**config.mk**
```make
export PLATFORM = sky130hd
export DESIGN_NAME = hac_top
export DESIGN_NICKNAME = d
export VERILOG_FILES = /design/src/core/hac_pkg.sv /design/src/core/hac_top.sv /design/src/core/hac_window_disc.sv
export SDC_FILE = /design/constraint.sdc
export NUM_CORES = 1
export LEC_CHECK = 0
export BUFFER_PORTS_ARGS = -buffer_cell sky130_fd_sc_hd__buf_2
export CORE_MARGIN = 2
export CORE_UTILIZATION = 55
export CTS_CLUSTER_DIAMETER = 150
export DETAILED_ROUTE_END_ITERATION = 10
export PLACE_DENSITY = 0.71
export SLEW_MARGIN = 20
export SYNTH_ARGS = -nofsm -noshare
export SYNTH_HDL_FRONTEND = slang
export SYNTH_SLANG_ARGS = --single-unit
```
**constraint.sdc**
```tcl
create_clock -name clk -period 19.2 [get_ports clk]
set_input_delay 3.84 -clock clk [delete_from_list [all_inputs] [get_ports clk]]
set_output_delay 3.84 -clock clk [all_outputs]
set_load 0.005 [all_outputs]
```
**src/core/hac_pkg.sv**
```systemverilog
// Package: constants, register map and types for histogram acquisition control
package hac_pkg;
  // ======================================================
  // Register byte offsets
  localparam logic [7:0] HAC_CTRL_OFS = 8'h00;
  localparam logic [7:0] HAC_THRESH_OFS = 8'h04;
  localparam logic [7:0] HAC_PRESET_TIME_OFS = 8'h08;
  localparam logic [7:0] HAC_PRESET_CNT_OFS = 8'h0C;
  localparam logic [7:0] HAC_STATUS_OFS = 8'h10;
  localparam logic [7:0] HAC_ACC_TIME_OFS = 8'h14;
  localparam logic [7:0] HAC_ROI_CNT_OFS = 8'h18;
  localparam logic [7:0] HAC_WIN_BASE_OFS = 8'h20;
  localparam logic [31:0] HAC_UNMAPPED_READ = 32'h0000_0000;
  // ======================================================
  // Control register field positions
  localparam int HAC_CTRL_START_BIT = 0;
  localparam int HAC_CTRL_STOP_BIT = 1;
  localparam int HAC_CTRL_SIZE_LSB = 4;
  localparam int HAC_CTRL_GATE_EN_BIT = 8;
  localparam int HAC_CTRL_GATE_POL_BIT = 9;
  localparam int HAC_CTRL_BUF_SEL_BIT = 12;
  localparam int HAC_CTRL_HW_SEL_BIT = 13;
  // Window register fields
  localparam int HAC_WIN_LO_LSB = 0;
  localparam int HAC_WIN_HI_LSB = 16;
  localparam int HAC_WIN_EN_BIT = 31;
  // ======================================================
  // Sizes and reset values
  localparam int HAC_PEAK_W = 16;
  localparam int HAC_CHAN_W = 13;
  localparam int HAC_NUM_WIN = 8;
  localparam logic [2:0] HAC_SIZE_RESET = 3'h2;
  localparam logic [2:0] HAC_SIZE_MAX = 3'h5;
  localparam logic [7:0] HAC_THRESH_RESET = 8'h00;
  // ======================================================
  // Timing
  localparam int HAC_CLK_MHZ = 250;
  localparam int HAC_TICK_MS = 100;
  localparam int HAC_TICK_CYCLES = HAC_TICK_MS * 1000 * HAC_CLK_MHZ;
  localparam int HAC_PULSE_NS = 50;
  localparam int HAC_PULSE_CYCLES = (HAC_PULSE_NS * HAC_CLK_MHZ) / 1000;
  localparam int HAC_PRESET_TIME_W = 24;
  localparam int HAC_CNT_W = 32;

  // Qualified binned event
  typedef struct packed {
    logic valid;
    logic buf_b;
    logic [HAC_CHAN_W-1:0] chan;
  } hac_event_s;

  typedef enum logic [1:0] {HAC_IDLE, HAC_RUN, HAC_DONE} hac_state_e;
endpackage

```
**src/core/hac_top.sv**
```systemverilog
// Histogram acquisition control: qualification, binning, presets, windows
// Function
// - Size 256..8192 channels, peaks scaled down
// - Bin only peaks above low threshold
// - Threshold 8 bits, up to quarter scale
// - Gate off ignores external gate input
// - Gate polarity selectable, record while active
// - Two buffers A and B, software selects
// - Hardware select input picks buffer
// - Preset time 100 ms steps, long range
// - Stop when accumulation time reaches preset
// - Time advances only while acquiring
// - Stop when region count reaches preset
// - Region is window discriminator eight range
// - Eight windows with enable, lower, upper
// - Disabled window stays silent
// - Window limits in histogram channels
// - One pulse per in-range binned event
// - Window pulse about 50 ns wide
// - Acquisition enable flag mirrors accumulation state
//
// Decided for this implementation: the Avalon-MM interface to the registers and the address map.
module hac_top
  import hac_pkg::*;
#(
  parameter int TICK_CYCLES = HAC_TICK_CYCLES,
  parameter int PULSE_CYCLES = HAC_PULSE_CYCLES
)
(
  input wire logic clk,
  input wire logic reset,
  input wire logic [7:0] avs_address,
  input wire logic avs_read,
  input wire logic avs_write,
  input wire logic [31:0] avs_writedata,
  input wire logic [3:0] avs_byteenable,
  output logic [31:0] avs_readdata,
  output logic avs_waitrequest,
  input wire logic peak_valid,
  input wire logic [HAC_PEAK_W-1:0] peak_value,
  input wire logic gate_in,
  input wire logic buffer_select_in,
  output logic bin_valid,
  output logic bin_buffer_b,
  output logic [HAC_CHAN_W-1:0] bin_channel,
  output logic acquisition_enable_flag,
  output logic [HAC_NUM_WIN-1:0] window_discriminator
);
  localparam int TW = $clog2(TICK_CYCLES + 1);

  initial
  begin
    if (TICK_CYCLES < 1)
      $error("tick period must be at least one cycle");
    if (HAC_PEAK_W < HAC_CHAN_W)
      $error("peak width must cover the largest histogram");
  end

  // ======================================================
  // Configuration registers
  logic [2:0] size_r;
  logic gate_en_r;
  logic gate_pol_r;
  logic buf_sel_r;
  logic hw_sel_r;
  logic [7:0] thresh_r;
  logic [HAC_PRESET_TIME_W-1:0] preset_time_r;
  logic [HAC_CNT_W-1:0] preset_cnt_r;
  logic [HAC_NUM_WIN-1:0] win_en_r;
  logic [HAC_CHAN_W-1:0] win_lo_r [HAC_NUM_WIN];
  logic [HAC_CHAN_W-1:0] win_hi_r [HAC_NUM_WIN];
  logic start_req;
  logic stop_req;
  logic time_hit;
  logic count_hit;

  // Acquisition state
  hac_state_e state_r;
  logic [TW-1:0] tick_div_r;
  logic tick;
  logic [HAC_PRESET_TIME_W-1:0] acc_time_r;
  logic [HAC_CNT_W-1:0] roi_cnt_r;
  logic running;

  // ======================================================
  // Bus decode
  logic wr_access;
  logic rd_access;
  logic ctrl_wr;
  logic [2:0] win_idx;
  logic win_wr;

  // Slave answers with waitrequest low one cycle after the request rises
  assign wr_access = avs_write && !avs_waitrequest;
  // Read data loads while the request waits, so it stands when waitrequest drops
  assign rd_access = avs_read && avs_waitrequest;
  assign win_idx = avs_address[4:2];
  assign win_wr = wr_access && (avs_address[7:5] == HAC_WIN_BASE_OFS[7:5]);
  assign ctrl_wr = wr_access && (avs_address == HAC_CTRL_OFS);
  assign start_req = ctrl_wr && avs_byteenable[0] && avs_writedata[HAC_CTRL_START_BIT];
  assign stop_req = ctrl_wr && avs_byteenable[0] && avs_writedata[HAC_CTRL_STOP_BIT];

  // Waitrequest drops for one cycle per request
  always_ff @(posedge clk or posedge reset)
  begin
    if (reset)
      avs_waitrequest <= 1'b1;
    else
      avs_waitrequest <= !((avs_read || avs_write) && avs_waitrequest);
  end

  // Control register fields
  always_ff @(posedge clk or posedge reset)
  begin
    if (reset)
    begin
      size_r <= HAC_SIZE_RESET;
      gate_en_r <= 1'b0;
      gate_pol_r <= 1'b0;
      buf_sel_r <= 1'b0;
      hw_sel_r <= 1'b0;
    end
    else if (ctrl_wr)
    begin
      // size select
      // Out of range codes are clamped to the largest histogram
      if (avs_byteenable[0])
        size_r <= (avs_writedata[HAC_CTRL_SIZE_LSB +: 3] > HAC_SIZE_MAX) ? HAC_SIZE_MAX :
                  avs_writedata[HAC_CTRL_SIZE_LSB +: 3];
      if (avs_byteenable[1])
      begin
        gate_en_r <= avs_writedata[HAC_CTRL_GATE_EN_BIT];
        gate_pol_r <= avs_writedata[HAC_CTRL_GATE_POL_BIT];
        buf_sel_r <= avs_writedata[HAC_CTRL_BUF_SEL_BIT];
        hw_sel_r <= avs_writedata[HAC_CTRL_HW_SEL_BIT];
      end
    end
  end

  always_ff @(posedge clk or posedge reset)
  begin
    if (reset)
    begin
      thresh_r <= HAC_THRESH_RESET;
      preset_time_r <= '0;
      preset_cnt_r <= '0;
    end
    else if (wr_access)
    begin
      if (avs_address == HAC_THRESH_OFS && avs_byteenable[0])
        thresh_r <= avs_writedata[7:0];
      else if (avs_address == HAC_PRESET_TIME_OFS && avs_byteenable == 4'hF)
        preset_time_r <= avs_writedata[HAC_PRESET_TIME_W-1:0];
      else if (avs_address == HAC_PRESET_CNT_OFS && avs_byteenable == 4'hF)
        preset_cnt_r <= avs_writedata;
    end
  end

  genvar g;
  generate
    for (g = 0; g < HAC_NUM_WIN; g++)
    begin : gen_win_reg
      always_ff @(posedge clk or posedge reset)
      begin
        if (reset)
        begin
          win_en_r[g] <= 1'b0;
          win_lo_r[g] <= '0;
          win_hi_r[g] <= '0;
        end
        else if (win_wr && win_idx == 3'(g) && avs_byteenable == 4'hF)
        begin
          win_en_r[g] <= avs_writedata[HAC_WIN_EN_BIT];
          win_lo_r[g] <= avs_writedata[HAC_WIN_LO_LSB +: HAC_CHAN_W];
          win_hi_r[g] <= avs_writedata[HAC_WIN_HI_LSB +: HAC_CHAN_W];
        end
      end
    end
  endgenerate

  // Read mux, registered; unmapped addresses read zero
  always_ff @(posedge clk or posedge reset)
  begin
    if (reset)
      avs_readdata <= '0;
    else if (rd_access)
    begin
      if (avs_address == HAC_CTRL_OFS)
        avs_readdata <= {18'h0, hw_sel_r, buf_sel_r, 2'h0, gate_pol_r, gate_en_r,
                         1'b0, size_r, 4'h0};
      else if (avs_address == HAC_THRESH_OFS)
        avs_readdata <= {24'h0, thresh_r};
      else if (avs_address == HAC_PRESET_TIME_OFS)
        avs_readdata <= 32'(preset_time_r);
      else if (avs_address == HAC_PRESET_CNT_OFS)
        avs_readdata <= preset_cnt_r;
      else if (avs_address == HAC_STATUS_OFS)
        avs_readdata <= {29'h0, state_r == HAC_DONE, buffer_select_in, running};
      else if (avs_address == HAC_ACC_TIME_OFS)
        avs_readdata <= 32'(acc_time_r);
      else if (avs_address == HAC_ROI_CNT_OFS)
        avs_readdata <= roi_cnt_r;
      else if (avs_address[7:5] == HAC_WIN_BASE_OFS[7:5])
        avs_readdata <= {win_en_r[win_idx], 2'h0, win_hi_r[win_idx], 3'h0, win_lo_r[win_idx]};
      else
        avs_readdata <= HAC_UNMAPPED_READ;
    end
  end

  // ======================================================
  // Acquisition state machine
  assign running = (state_r == HAC_RUN);
  // preset time stop; zero means no preset
  assign time_hit = (preset_time_r != '0) && (acc_time_r >= preset_time_r);
  // preset count stop; zero means no preset
  assign count_hit = (preset_cnt_r != '0) && (roi_cnt_r >= preset_cnt_r);

  // A stop request beats a simultaneous start
  always_ff @(posedge clk or posedge reset)
  begin
    if (reset)
      state_r <= HAC_IDLE;
    else
    begin
      case (state_r)
        HAC_IDLE, HAC_DONE:
          if (start_req && !stop_req)
            state_r <= HAC_RUN;
        HAC_RUN:
          if (stop_req || time_hit || count_hit)
            state_r <= HAC_DONE;
        default:
          state_r <= HAC_IDLE;
      endcase
    end
  end

  always_ff @(posedge clk or posedge reset)
  begin
    if (reset)
      acquisition_enable_flag <= 1'b0;
    else
      acquisition_enable_flag <= running;
  end

  // tick divider only runs while acquiring
  assign tick = running && (tick_div_r == TW'(TICK_CYCLES - 1));
  always_ff @(posedge clk or posedge reset)
  begin
    if (reset)
      tick_div_r <= '0;
    else if (start_req && !running)
      tick_div_r <= '0;
    else if (tick)
      tick_div_r <= '0;
    else if (running)
      tick_div_r <= tick_div_r + 1'b1;
  end

  // Accumulation time in 100 ms units, cleared on start
  always_ff @(posedge clk or posedge reset)
  begin
    if (reset)
      acc_time_r <= '0;
    else if (start_req && !running)
      acc_time_r <= '0;
    else if (tick)
      acc_time_r <= acc_time_r + 1'b1;
  end

  // ======================================================
  // Event qualification
  logic gate_ok;
  logic [HAC_CHAN_W-1:0] scaled;
  hac_event_s ev_r;
  logic [HAC_NUM_WIN-1:0] win_hit;
  logic [HAC_NUM_WIN-1:0] win_pulse;

  assign gate_ok = !gate_en_r || (gate_in == gate_pol_r);

  // scale peak to channel count
  // Keeps the top bits so full scale maps to the last channel of any size
  assign scaled = HAC_CHAN_W'(peak_value >> (HAC_PEAK_W - 8 - 32'(size_r)));

  // Binned event register
  always_ff @(posedge clk or posedge reset)
  begin
    if (reset)
      ev_r <= '0;
    else
    begin
      // low level threshold compare
      // Threshold 255 sits near a quarter of full scale
      ev_r.valid <= peak_valid && running && gate_ok &&
                    (peak_value[HAC_PEAK_W-1 -: 10] > {2'h0, thresh_r});
      ev_r.buf_b <= hw_sel_r ? buffer_select_in : buf_sel_r;
      ev_r.chan <= scaled;
    end
  end

  // Binning outputs to histogram memory
  always_ff @(posedge clk or posedge reset)
  begin
    if (reset)
    begin
      bin_valid <= 1'b0;
      bin_buffer_b <= 1'b0;
      bin_channel <= '0;
    end
    else
    begin
      bin_valid <= ev_r.valid;
      bin_buffer_b <= ev_r.buf_b;
      bin_channel <= ev_r.chan;
    end
  end

  generate
    for (g = 0; g < HAC_NUM_WIN; g++)
    begin : gen_win
      hac_window_disc #(.PULSE_CYCLES(PULSE_CYCLES)) u_win (
        .clk(clk),
        .reset(reset),
        .enable(win_en_r[g]),
        .lower(win_lo_r[g]),
        .upper(win_hi_r[g]),
        .event_in(ev_r),
        .hit(win_hit[g]),
        .pulse(win_pulse[g])
      );
    end
  endgenerate
  assign window_discriminator = win_pulse;

  always_ff @(posedge clk or posedge reset)
  begin
    if (reset)
      roi_cnt_r <= '0;
    else if (start_req && !running)
      roi_cnt_r <= '0;
    else if (win_hit[HAC_NUM_WIN-1] && roi_cnt_r != '1)
      roi_cnt_r <= roi_cnt_r + 1'b1;
  end
endmodule

```
**src/core/hac_window_disc.sv**
```systemverilog
// Single window discriminator with fixed-width output pulse
module hac_window_disc
  import hac_pkg::*;
#(
  parameter int PULSE_CYCLES = HAC_PULSE_CYCLES
)
(
  input wire logic clk,
  input wire logic reset,
  input wire logic enable,
  input wire logic [HAC_CHAN_W-1:0] lower,
  input wire logic [HAC_CHAN_W-1:0] upper,
  input wire hac_event_s event_in,
  output logic hit,
  output logic pulse
);
  localparam int CW = $clog2(PULSE_CYCLES + 1);
  logic [CW-1:0] width_r;

  initial
  begin
    if (PULSE_CYCLES < 1)
      $error("pulse width must be at least one cycle");
  end

  always_comb
  begin
    hit = event_in.valid && enable && (event_in.chan >= lower) && (event_in.chan <= upper);
  end

  // fixed width pulse
  // Retrigger during a pulse restarts the width; events closer than 50 ns merge
  always_ff @(posedge clk or posedge reset)
  begin
    if (reset)
      width_r <= '0;
    else if (hit)
      width_r <= CW'(PULSE_CYCLES);
    else if (width_r != '0)
      width_r <= width_r - 1'b1;
  end

  // Registered output
  always_ff @(posedge clk or posedge reset)
  begin
    if (reset)
      pulse <= 1'b0;
    else
      pulse <= hit || (width_r > CW'(1));
  end
endmodule

```
# [After elaboration in Yosys (flattened, before gate mapping)]
# Index checks and enable logic that the tools add are counted.
[op_classes] n_addsub=12 mul=0 n_div=0 magnitude_cmp=30 n_eq_ne=22 shifts=1 mux=44 bitwise=3 n_reduce_logical=108
[ops] operator="32-bit 2-to-1 mux" count=10
[ops] operator="13-bit >= comparator" count=8
[ops] operator="13-bit less-or-equal comparator" count=8
[ops] operator="13-bit binary-select mux with 3-bit select" count=2
[ops] operator="25-bit 2-to-1 mux" count=3
[ops] operator="4-bit 2-to-1 mux" count=16
[ops] operator="1-bit logical AND" count=60
[ops] operator="13-bit 2-to-1 mux" count=4
[ops] operator="24-bit 2-to-1 mux" count=2
[ops] operator="32-bit by 1-bit adder with 32-bit output (second input constant)" count=1
[ops] operator="32-bit >= comparator" count=1
[ops] operator="4-bit by 1-bit greater-than comparator with 1-bit output (second input constant)" count=8
[ops] operator="32-bit != test (second input constant)" count=1
[ops] operator="32-bit nonzero test" count=1
[ops] operator="4-bit nonzero test" count=8
[ops] operator="16-bit by 32-bit >> shifter with 13-bit output" count=1
[ops] operator="4-bit by 1-bit subtractor with 4-bit output (second input constant)" count=8
[ops] operator="25-bit by 1-bit adder with 25-bit output (second input constant)" count=1
[ops] operator="25-bit == test (second input constant)" count=1
[ops] operator="24-bit by 1-bit adder with 24-bit output (second input constant)" count=1
[ops] operator="8-bit by 5-bit == test with 1-bit output (second input constant)" count=3
[ops] operator="24-bit >= comparator" count=1
[ops] operator="24-bit nonzero test" count=1
[ops] operator="2-bit nonzero test" count=10
[ops] operator="other kinds (33)" count=60
[word_totals] reg_bits=474 latch_bits=0 ram_bits=0 romBits=0 wordCells=281 n_memories=0

# [Longest topological paths before layout]
# Gate-level depths: netlist of run 1.
[depth] word_depth=12 depth_mapped=11

# [Cells and area by module]
# From an unflattened synthesis of run 1, not the netlist that was laid out.
[unflattened] hier_cells=2875 area_unflattened_um2=30006.3
[modules_own_cells] mod="hac_top" n_inst=1 cells_per_inst=1851 area_per_inst_um2=22178.8 seq_area_each_um2=10862.9
[modules_own_cells] mod="hac_window_disc" n_inst=8 cells_per_inst=128 area_per_inst_um2=978.4 seq_area_each_um2=125.1

# [Worst setup path after synthesis of run 1]
# Ideal clock, no wire load.
[synth_timing] path_kind="input to register" start="input avs_address[1]" end="register tick_div_r[17]" setup_time_ns=0.132 arrival_ns=5.611 required_ns=19.068 path_slack_ns=13.457 cell_stages=7 n_path_buf=0 cell_sequence="or4_1 -> o41ai_4 -> nand4_1 -> nor2_1 -> nand4_1 -> xnor2_1 -> nor2_1"
[synth_between] elab_chain_cells=6 word_cells_on_any_way=7
[synth_lines] element="start: declaration" line_no="hac_top.sv:32" source="input wire logic [7:0] avs_address,"
[synth_lines] element="8-bit logical NOT (*)" line_no="hac_top.sv:99" source="assign ctrl_wr = wr_access && (avs_address == HAC_CTRL_OFS);"
[synth_lines] element="1-bit logical AND (*)" line_no="hac_top.sv:99"
[synth_lines] element="1-bit logical AND (*) (2 in series)" line_no="hac_top.sv:100" source="assign start_req = ctrl_wr && avs_byteenable[0] && avs_writedata[HAC_CTRL_START_BIT];"
[synth_lines] element="1-bit logical AND (*)" line_no="hac_top.sv:252" source="else if (start_req && !running)"
[synth_lines] element="3-bit nonzero test (no line) / 25-bit 2-to-1 mux (equally long branches)"
[synth_lines] element="end signal: assignment" line_no="hac_top.sv:257" source="tick_div_r <= tick_div_r + 1'b1;"
[synth_lines] element="end: declaration" line_no="hac_top.sv:79" source="logic [TW-1:0] tick_div_r;"
# Every way passes the cells marked *; elsewhere a longest branch is shown, timed or not.
# A chain may end at the register's enable or synchronous reset.

# [Worst setup path in the final report of run 1]
[layout_timing] start="input avs_address[4]" end="register avs_readdata[21]"
[layout_between] elab_chain_cells=12 word_cells_on_any_way=19
[layout_lines] element="3-bit inverter with 4-bit output (not written as such)" line_no="hac_top.sv:204" source="avs_readdata <= {win_en_r[win_idx], 2'h0, win_hi_r[win_idx], 3'h0, win_lo_r[win_idx]};"
[layout_lines] element="13-bit binary-select mux with 3-bit select" line_no="hac_top.sv:204"
[layout_lines] element="13-bit 2-to-1 mux (not written as such) (2 in series)" line_no="hac_top.sv:204"
[layout_lines] element="32-bit 2-to-1 mux" line_no="hac_top.sv:203" source="else if (avs_address[7:5] == HAC_WIN_BASE_OFS[7:5])"
[layout_lines] element="32-bit 2-to-1 mux" line_no="hac_top.sv:201" source="else if (avs_address == HAC_ROI_CNT_OFS)"
[layout_lines] element="32-bit 2-to-1 mux" line_no="hac_top.sv:199" source="else if (avs_address == HAC_ACC_TIME_OFS)"
[layout_lines] element="32-bit 2-to-1 mux" line_no="hac_top.sv:197" source="else if (avs_address == HAC_STATUS_OFS)"
[layout_lines] element="32-bit 2-to-1 mux" line_no="hac_top.sv:195" source="else if (avs_address == HAC_PRESET_CNT_OFS)"
[layout_lines] element="32-bit 2-to-1 mux" line_no="hac_top.sv:193" source="else if (avs_address == HAC_PRESET_TIME_OFS)"
[layout_lines] element="32-bit 2-to-1 mux" line_no="hac_top.sv:191" source="else if (avs_address == HAC_THRESH_OFS)"
[layout_lines] element="32-bit 2-to-1 mux (*)" line_no="hac_top.sv:188" source="if (avs_address == HAC_CTRL_OFS)"
[layout_lines] element="end signal: assignment" line_no="hac_top.sv:189" source="avs_readdata <= {18'h0, hw_sel_r, buf_sel_r, 2'h0, gate_pol_r, gate_en_r,"
[layout_lines] element="end signal: assignment" line_no="hac_top.sv:192" source="avs_readdata <= {24'h0, thresh_r};"
[layout_lines] element="end signal: assignment" line_no="hac_top.sv:194" source="avs_readdata <= 32'(preset_time_r);"
[layout_lines] element="end: declaration" line_no="hac_top.sv:37" source="output logic [31:0] avs_readdata,"
# Every way passes the cells marked *; elsewhere a longest branch is shown, timed or not. The select of a mux whose other input is x is not followed.

==> results of run 1 <==
[through the flow]
| stage | setup slack, ps | power [µW] | hold WS [ps] | instances | area (µm²) |
|---|---|---|---|---|---|
| 6_report | 12980 | 2220 | 356 | 3649 | 31900 |
| 5_1_grt | 12940 | 2290 | 367 | 3649 | 31900 |
| 4_1_cts | 13090 | 2230 | 357 | 3648 | 31900 |
| 3_5_place_dp | 12440 | 1230 | 343 | 3552 | 30200 |
| 3_3_place_gp | 12480 | 1220 | 343 | 3552 | 30200 |
| 2_1_floorplan | 2140 | 1160 | 331 | 2831 | 28900 |
[flip-flops by register name, indices dropped and copies added, names as in the netlist]
name,cells
gate_pol_r,1
ev_r,15
size_r,3
state_r,2
gate_en_r,1
bin_channel,13
avs_waitrequest,1
avs_readdata,32
win_lo_r,104
buf_sel_r,1
acc_time_r,24
gen_win.u_win.width_r,32
bin_valid,1
preset_time_r,24
gen_win.u_win.pulse,8
hw_sel_r,1
preset_cnt_r,32
win_en_r,8
win_hi_r,104
thresh_r,8
acquisition_enable_flag,1
tick_div_r,25
roi_cnt_r,32
bin_buffer_b,1
[power groups by stage]
stage	Sequential [µW]	Clock [µW]	Combinational (µW)
global placement	1040	0	182
global route	1030	1050	210
floorplan	1040	0	112
CTS	1020	1010	190
detailed placement	1040	0	188
finish	1020	1000	192
[metal layers]
metal / global-route usage / up-vias / wire length [µm]
li1: - / 10400 / -
met1: 0.417 / 11600 / 35100
met2: 0.529 / 993 / 41500
met3: 0.0514 / 245 / 5950
met4: 0.155 / 0 / 4420
met5: 0 / - / 0
[synth_stat cells, types with 29 or more instances]
cell type and number:
o31ai_1 29, o21ai_0 192, a22oi_1 34, nor2_1 120, clkbuf_1 93, inv_1 305, a21oi_1 126, nand4_1 58
nand3_1 52, mux4_2 62, mux2_2 215, ha_1 300, dfrtp_1 472, o211ai_1 31, a21o_1 49, nand2_1 240
a211oi_1 33
[worst max-delay path, cell delays in order]
cell,delay (ps)
buf_2,90
buf_4,270
or4_1,600
nor2_1,750
nor2_1,320
nand2_1,580
o21ai_0,210
[path summary, 6_finish.rpt]
kind | to | cells after the start
min | bin_buffer_b | 0
max in group asynchronous | win_hi_r[0] | 4
min in group asynchronous | gen_win[1].u_win.width_r[2] | 2
min reg2reg | bin_buffer_b | 0
max | avs_readdata[21] | 7
max reg2reg | ev_r[0] | 7
[kinds of logic after synthesis]
group,synth area share
compound gates,0.136
xor+xnor,0.0145
fa+ha+maj,0.130
buf+inv,0.0595
flops,0.410
mux,0.136
simple gates,0.114
[area by class of cell]
class	count	area, µm²	share of cell area
clock inverters	17	123	0.00384
multi-input cells	1921	15400	0.482
well taps	688	861	0.0270
clock buffers	79	1550	0.0487
repair buffers	165	966	0.0303
flip-flops and latches	474	11900	0.372
inverters	305	1150	0.0361
[layout by cell type (no fill, tap or decap), types with 21 or more instances in the layout]
cell type  count
o211ai_1      31
xor2_1        21
nor2_1       114
ha_1         300
a21o_1        49
inv_1        304
o21ai_0      192
buf_4         41
xnor2_1       27
nor3_1        27
dfrtp_1      472
or4_1         26
mux2_2       215
nand2_1      240
o31ai_1       28
nand3_1       52
nor4_1        22
buf_2        122
a22oi_1       34
clkbuf_16     53
or3_1         25
nand4_1       58
mux4_2        62
a211oi_1      33
a21oi_1      126
==> results.md, run 1 <==
Run status:
- The run finished with clean final reports.

Power:
- The power share of the clock group is 0.452.
- The net switching fraction of the power is 0.257.
- The power density of the placed cells is 69.5 nW/µm².
- The part of the power in combinational logic is 0.086.
- The total internal power is 1650 µW.
- The sequential fraction of design power is 0.462.
- The analysis attributes to net switching a power of 571 µW.
- The worst ir drop on vdd is 64.5 µV.
- The standby leakage power is 0.0151 µW.

Timing:
- The number of endpoints failing setup at the final stage is 0.
- The number of hold violations in the final report is 0.
- The worst pin sits at a relative slew slack of 0.274.
- On the final layout, the worst clock skew is 18.7 ps.
- Setup repair after global routing left no endpoint under its margin.
- In the finished design, the share of the clock period the worst path needs comes to 0.324.
- The highest clock frequency the design can meet is 161 MHz.
- The count of pins over their slew limit is 0.
- The actual transition at the worst max-transition pin is 1080 ps.
- The final critical delay including setup and external delays is 6220 ps.
- The final total negative setup slack is 0 ps.

Critical path:
- For the worst setup path, the data required time is 19,670 ps.
- Tracing the worst setup path back leads to its startpoint at avs_address[4].
- The worst endpoint data arrival time is 6690 ps.
- The type of the worst setup path is in -> reg.
- STA classifies the critical path endpoint as a flop.
- The worst setup path is launched from an input port.
- The worst register-to-register path begins at size_r[0].
- The largest fanout on the critical path is 50.
- The internal reg-to-reg setup slack is 15,700 ps.

Global routing:
- The number of global-route vias before repair was 23,000.
- The initial antenna violation count came to 3.
- The total congestion overflow after global routing is 0.
- Across every metal layer, demand over resource in global routing totals 0.322.
- The largest net degree at the start of global routing is 179.
- The first global-routing pass estimated 134,000 µm of wire.

Floorplan:
- The region available for standard cell placement spans 52,200 µm².
- For this configuration, the core starts out at a cell density of 0.554.
- During I/O placement, the number of pins put on the boundary was 124.
- In this run the vertical extent of the chip is 233 µm.
- Measured along the x axis, the die boundary spans 233 µm.
- The floorplan row count is 84.
- The floorplan step defined a die boundary enclosing 54,400 µm².

Synth:
- The post-synthesis cell area is 28,900 µm².
- The share of flip-flops with an asynchronous set or reset is 1.00.
- The mean instance size in the synthesized netlist is 10.2 µm².
- Yosys printed 0 warnings.
- The share of synthesized area in the top cell type comes to 0.408.
- The most common flop cell mapped by yosys is dfrtp_1.
- The proportion of synthesized chip area in sequential cells is 0.410.
- The number of enable-type register cells in the synthesized netlist is 0.
- Counting flops and latches in the post-synthesis netlist gives 474.
- The instance count of the mapped netlist is 2,831.
- The number of distinct library cell variants in the gate-level netlist after synthesis is 78.
- Counting every net in the synthesized netlist gives 3,198.
- By area the synthesized netlist is led by dfrtp_1, ha_1, mux2_2, mux4_2, inv_1.
- The largest total area in the synthesized netlist belongs to dfrtp_1.

Placement:
- Once detailed placement completed, the half-perimeter wirelength came to 62,100 µm.
- The number of port buffers is 123.
- The congestion estimate from routability-driven global placement came to 0.983.

Route:
- For this run, the detailed router's first-pass iteration total came to 7.
- After detailed routing, the number of vias per cell comes to 6.37.
- The final route contains 23,200 vias.
- The sum of routed wire length over all layers is 86,900 µm.
- In this run, the number of DRC markers left after iteration 0 of detailed routing was 2,123.
- In this run the remaining antenna-violating nets after routing total 0.
- The number of remaining DRC errors is 0.
- The routed wirelength normalized by instance count is 23.8 µm.

Finish:
- Relative to the synthesized area, the layout overhead comes to 10.3%.
- The repair_antennas step left the layout with diodes totalling 0.
- The final net count is 3,287.
- The number of filler cells placed in the layout is 4,282.
- Of the cells placed in the final design, the portion with a size suffix greater than 1 is 0.188.
- At the end of the flow the core is filled with cells to 0.611.

Min path:
- The startpoint of the worst hold path is ev_r[13].
- The path class of the tightest hold or removal check is reg -> reg.

CTS:
- Buffers inserted to repair hold after CTS numbered 0.
- The CTS tree is done.
- Clock-pin slew was measured on the worst setup and hold paths at 60 ps.
- The number of levels in the clock H-tree is 2.
- After clock tree synthesis, the repair step resized 0 gates.
- Once the clock tree was built, the setup fixing pass inserted 0 buffers.
- The master cell of the clock root buffer is clkbuf_16.
- For the worst-skew pair, the clock arrives at the later sink with an insertion delay of 630 ps.
- No sink is reached through more buffers than the 3 on the longest clock path.
- In this run, CTS created clock tree buffers numbering 53.
- The clock sink count is 474.

Flow run:
- Across the run, the number of max-cap violations was 0.
No activity file was read; power rests on OpenSTA's default activity.
==> run 2: changes to the inputs <==
- PLACE_DENSITY: 0.71 -> 0.74
- clock period: 19.2 -> 5.2 ns (I/O delays scaled with it)
==> run 2 against run 1 <==
  * Final cell count is 0.14% higher
  * Global-route usage is 0.056 points higher
  * Worst hold slack better by 7.8 ps
  * Critical path depth is 2 higher
  * Final area is 0.65% higher
  * Register-to-register slack worse by 14000 ps
  * Critical path type is now reg -> reg
  * Combinational power grew to 3.6 times the previous value
==> results.md, run 2 (synthesis results as in run 1) <==
Floorplan:
- The die width is 233 µm (unchanged).
- The core outline area is 52,200 µm² (unchanged).
- The I/O pin count came to 124 (unchanged).
- The y dimension of the die came to 233 µm (unchanged).
- The starting utilization of the core area is 0.554 (unchanged).
- The floorplan row count came to 84 (unchanged).
- The overall die area is 54,400 µm² (unchanged).

CTS:
- The number of levels in the clock H-tree is 2 (unchanged).
- The master cell of the clock root buffer is clkbuf_16.
- The clock slew at the register clock pins of the worst setup and hold paths is 60 ps (about the same).
- TritonCTS built the clock tree.
- The number of buffers on the longest clock path came to 3 (unchanged).
- The clock latency of the later-clocked register in the worst-skew pair is 610 ps (-20 ps).
- The quantity of hold-fixing buffers added after cts came to 0 (unchanged).
- The TritonCTS buffer count is 52 (-1.9%).
- The clock sink count is 474 (unchanged).
- The number of resized instances in the post-cts repair step is 0 (unchanged).
- The buffer count from post-CTS setup fixing came to 0 (unchanged).

Finish:
- The final net count came to 3,292 (+0.15%).
- The library cells used most frequently in the layout, excluding fill and tap cells, are dfrtp_1, inv_1, ha_1.
- The signed area change from the synthesized netlist to the final layout is 11.0%.
- The share of final-layout standard cells stronger than drive strength 1 is 0.192 (+0.00312).
- Leaving out fill and tap cells, the most frequent cell in the layout is dfrtp_1.
- In the final layout, the registers with the most flip-flops are win_hi_r x104, win_lo_r x104.
- The share of the core filled with cells came to 0.615 (+0.00395).

Timing:
- Static timing analysis puts the maximum clock frequency at 272 MHz.
- The ratio of final minimum period to clock period is 0.707.
- The number of endpoints failing setup at the final stage is 0 (unchanged).
- Setup repair after global routing left no endpoint under its margin.
- The number of hold violations in the final report is 0 (unchanged).
- After layout, the minimum clock period comes to 3670 ps.
- The minimum setup slack in the final design is 1530 ps (-11,460 ps).
- The count of pins over their slew limit is 0 (unchanged).
- The worst slew margin relative to its limit was 0.291 (+0.0162).
- The actual transition at the worst max-transition pin is 1050 ps (-26.7 ps).
- The final clock skew is 17.1 ps (-1.59 ps).

Global routing:
- The overall routing resource usage came to 0.323 (+0.000556).
- The initial antenna violation count was 1 (-2).
- The wire length of the first global-routing pass was 134,000 µm (+0.23%).
- The largest net degree at the start of global routing is 124 (-31%).
- The total congestion overflow after global routing is 0 (unchanged).
- The number of global-route vias before repair is 23,500 (+2.1%).

Route:
- The antenna violation net count after detailed routing is 0 (unchanged).
- The routed wirelength normalized by instance count is 23.8 µm (-0.22%).
- The ratio of routed vias to standard cells is 6.43 (+1.0%).
- The number of search-and-repair iterations in the first detailed-routing pass came to 10 (+3).
- The number of remaining DRC errors is 0 (unchanged).
- The count of routing violations after the opening detailed-route iteration was 2,325 (+9.5%).
- The total number of vias is 23,500 (+1.2%).
- The sum of routed wire length over all layers came to 86,900 µm (about the same).

Critical path:
- The source of the worst register-to-register timing path is ev_r[2].
- The critical path goes through ha_1 > nand2_1 > o21ai_0 > a31oi_1 > o31ai_1 > o211ai_1 > buf_4 > or4b_2 > a21oi_1.
- The kind of end point of the critical path is a flop.
- The critical path data required time was 5730 ps (-13,940 ps).
- For this design, the slowest cell found on the critical path is o31ai_1.
- The largest fanout on the critical path is 45 (-10%).
- The worst endpoint data arrival time is 4210 ps (-2480 ps).
- The critical path in this run is classified as reg -> reg.
- The critical path starts at ev_r[2].
- The worst setup path is launched from a flop.
- The highest cell delay on the worst timing path is 780 ps (+30 ps).

Power:
- The worst ir drop on vdd is 223 µV (+250%).
- The power density of the placed cells came to 264 nW/µm² (+280%).
- The standby leakage power is 0.0152 µW (+0.43%).
- The overall power is 8480 µW (+280%).

Run status:
- The flow ran to the end, and the final reports show no timing, DRC or antenna violations.

Placement:
- The number of port buffers is 123 (unchanged).
- The setup slack after placement is 1410 ps (-11,030 ps).
- The post-DP HPWL is 62,200 µm (+0.18%).
- The final weighted congestion in routability-driven placement was 0.986 (+0.27%).

Min path:
- The path type of the worst min-delay path is reg -> reg.
- The startpoint identified for the worst hold timing path is ev_r[13].

Flow run:
- The number of max-cap violations is 0 (unchanged).
## run 2: changes by cell type in the layout (fill, tap and decap cells not counted), moves of 3 or more
cell	before	now
bufinv_16	1	8
clkbuf_8	13	9
clkbuf_1	13	7
buf_4	41	45
clkinvlp_4	2	10
buf_12	1	4
clkinv_2	12	8
## run 2: per-stage QoR
stage	std cells	hold slack (ps)	instance area, µm²	setup TNS [ps]
after CTS	3653	370	32100	0
after global routing	3653	373	32100	0
after global placement	3559	338	30300	0
final	3654	364	32100	0
after detailed placement	3559	350	30300	0
after floorplan	2831	331	28900	-1067280
## run 2: layout make-up
class                      count  area [µm²]
antenna                        1        2.50
clock buffer                  69        1480
clock inverter                25         348
fill                        4180       20100
inverter                     305        1150
multi-input combinational   1921       15400
sequential                   474       11900
tap                          688         861
timing repair buffer         171        1030
## run 2: per-layer routing
layer	track usage	vias up	wire, µm
met2	0.506	1163	39500
met1	0.427	11600	35000
met5	0	-	0
li1	-	10400	-
met4	0.183	0	5290
met3	0.0533	302	6990
## run 2: worst max-delay path: cells and delay by family, from the launching register on
kind / cells / cell delay (ps)
AO/OA/AOI/OAI: 5 / 1450
AND/OR/NAND/NOR: 2 / 710
flip-flops: 1 / 680
adder cells (fa/ha/maj): 1 / 460
buffers and inverters: 1 / 290
## run 2: power by group
group | internal [µW] | leakage, µW | switching (µW)
sequential | 3740 | 0.00589 | 67.0
combinational | 242 | 0.00842 | 448
clock | 2390 | 0.000872 | 1600
total | 6370 | 0.0152 | 2120
## run 2: final timing paths
check	cells after the start	endpoint	slack, ps
setup / recovery	9	roi_cnt_r[29]	1530
hold / removal	0	bin_buffer_b	360
setup reg to reg	9	roi_cnt_r[29]	1530
hold reg to reg	0	bin_buffer_b	360
max in group asynchronous	3	acc_time_r[17]	3430
min in group asynchronous	2	gen_win[1].u_win.pulse	580
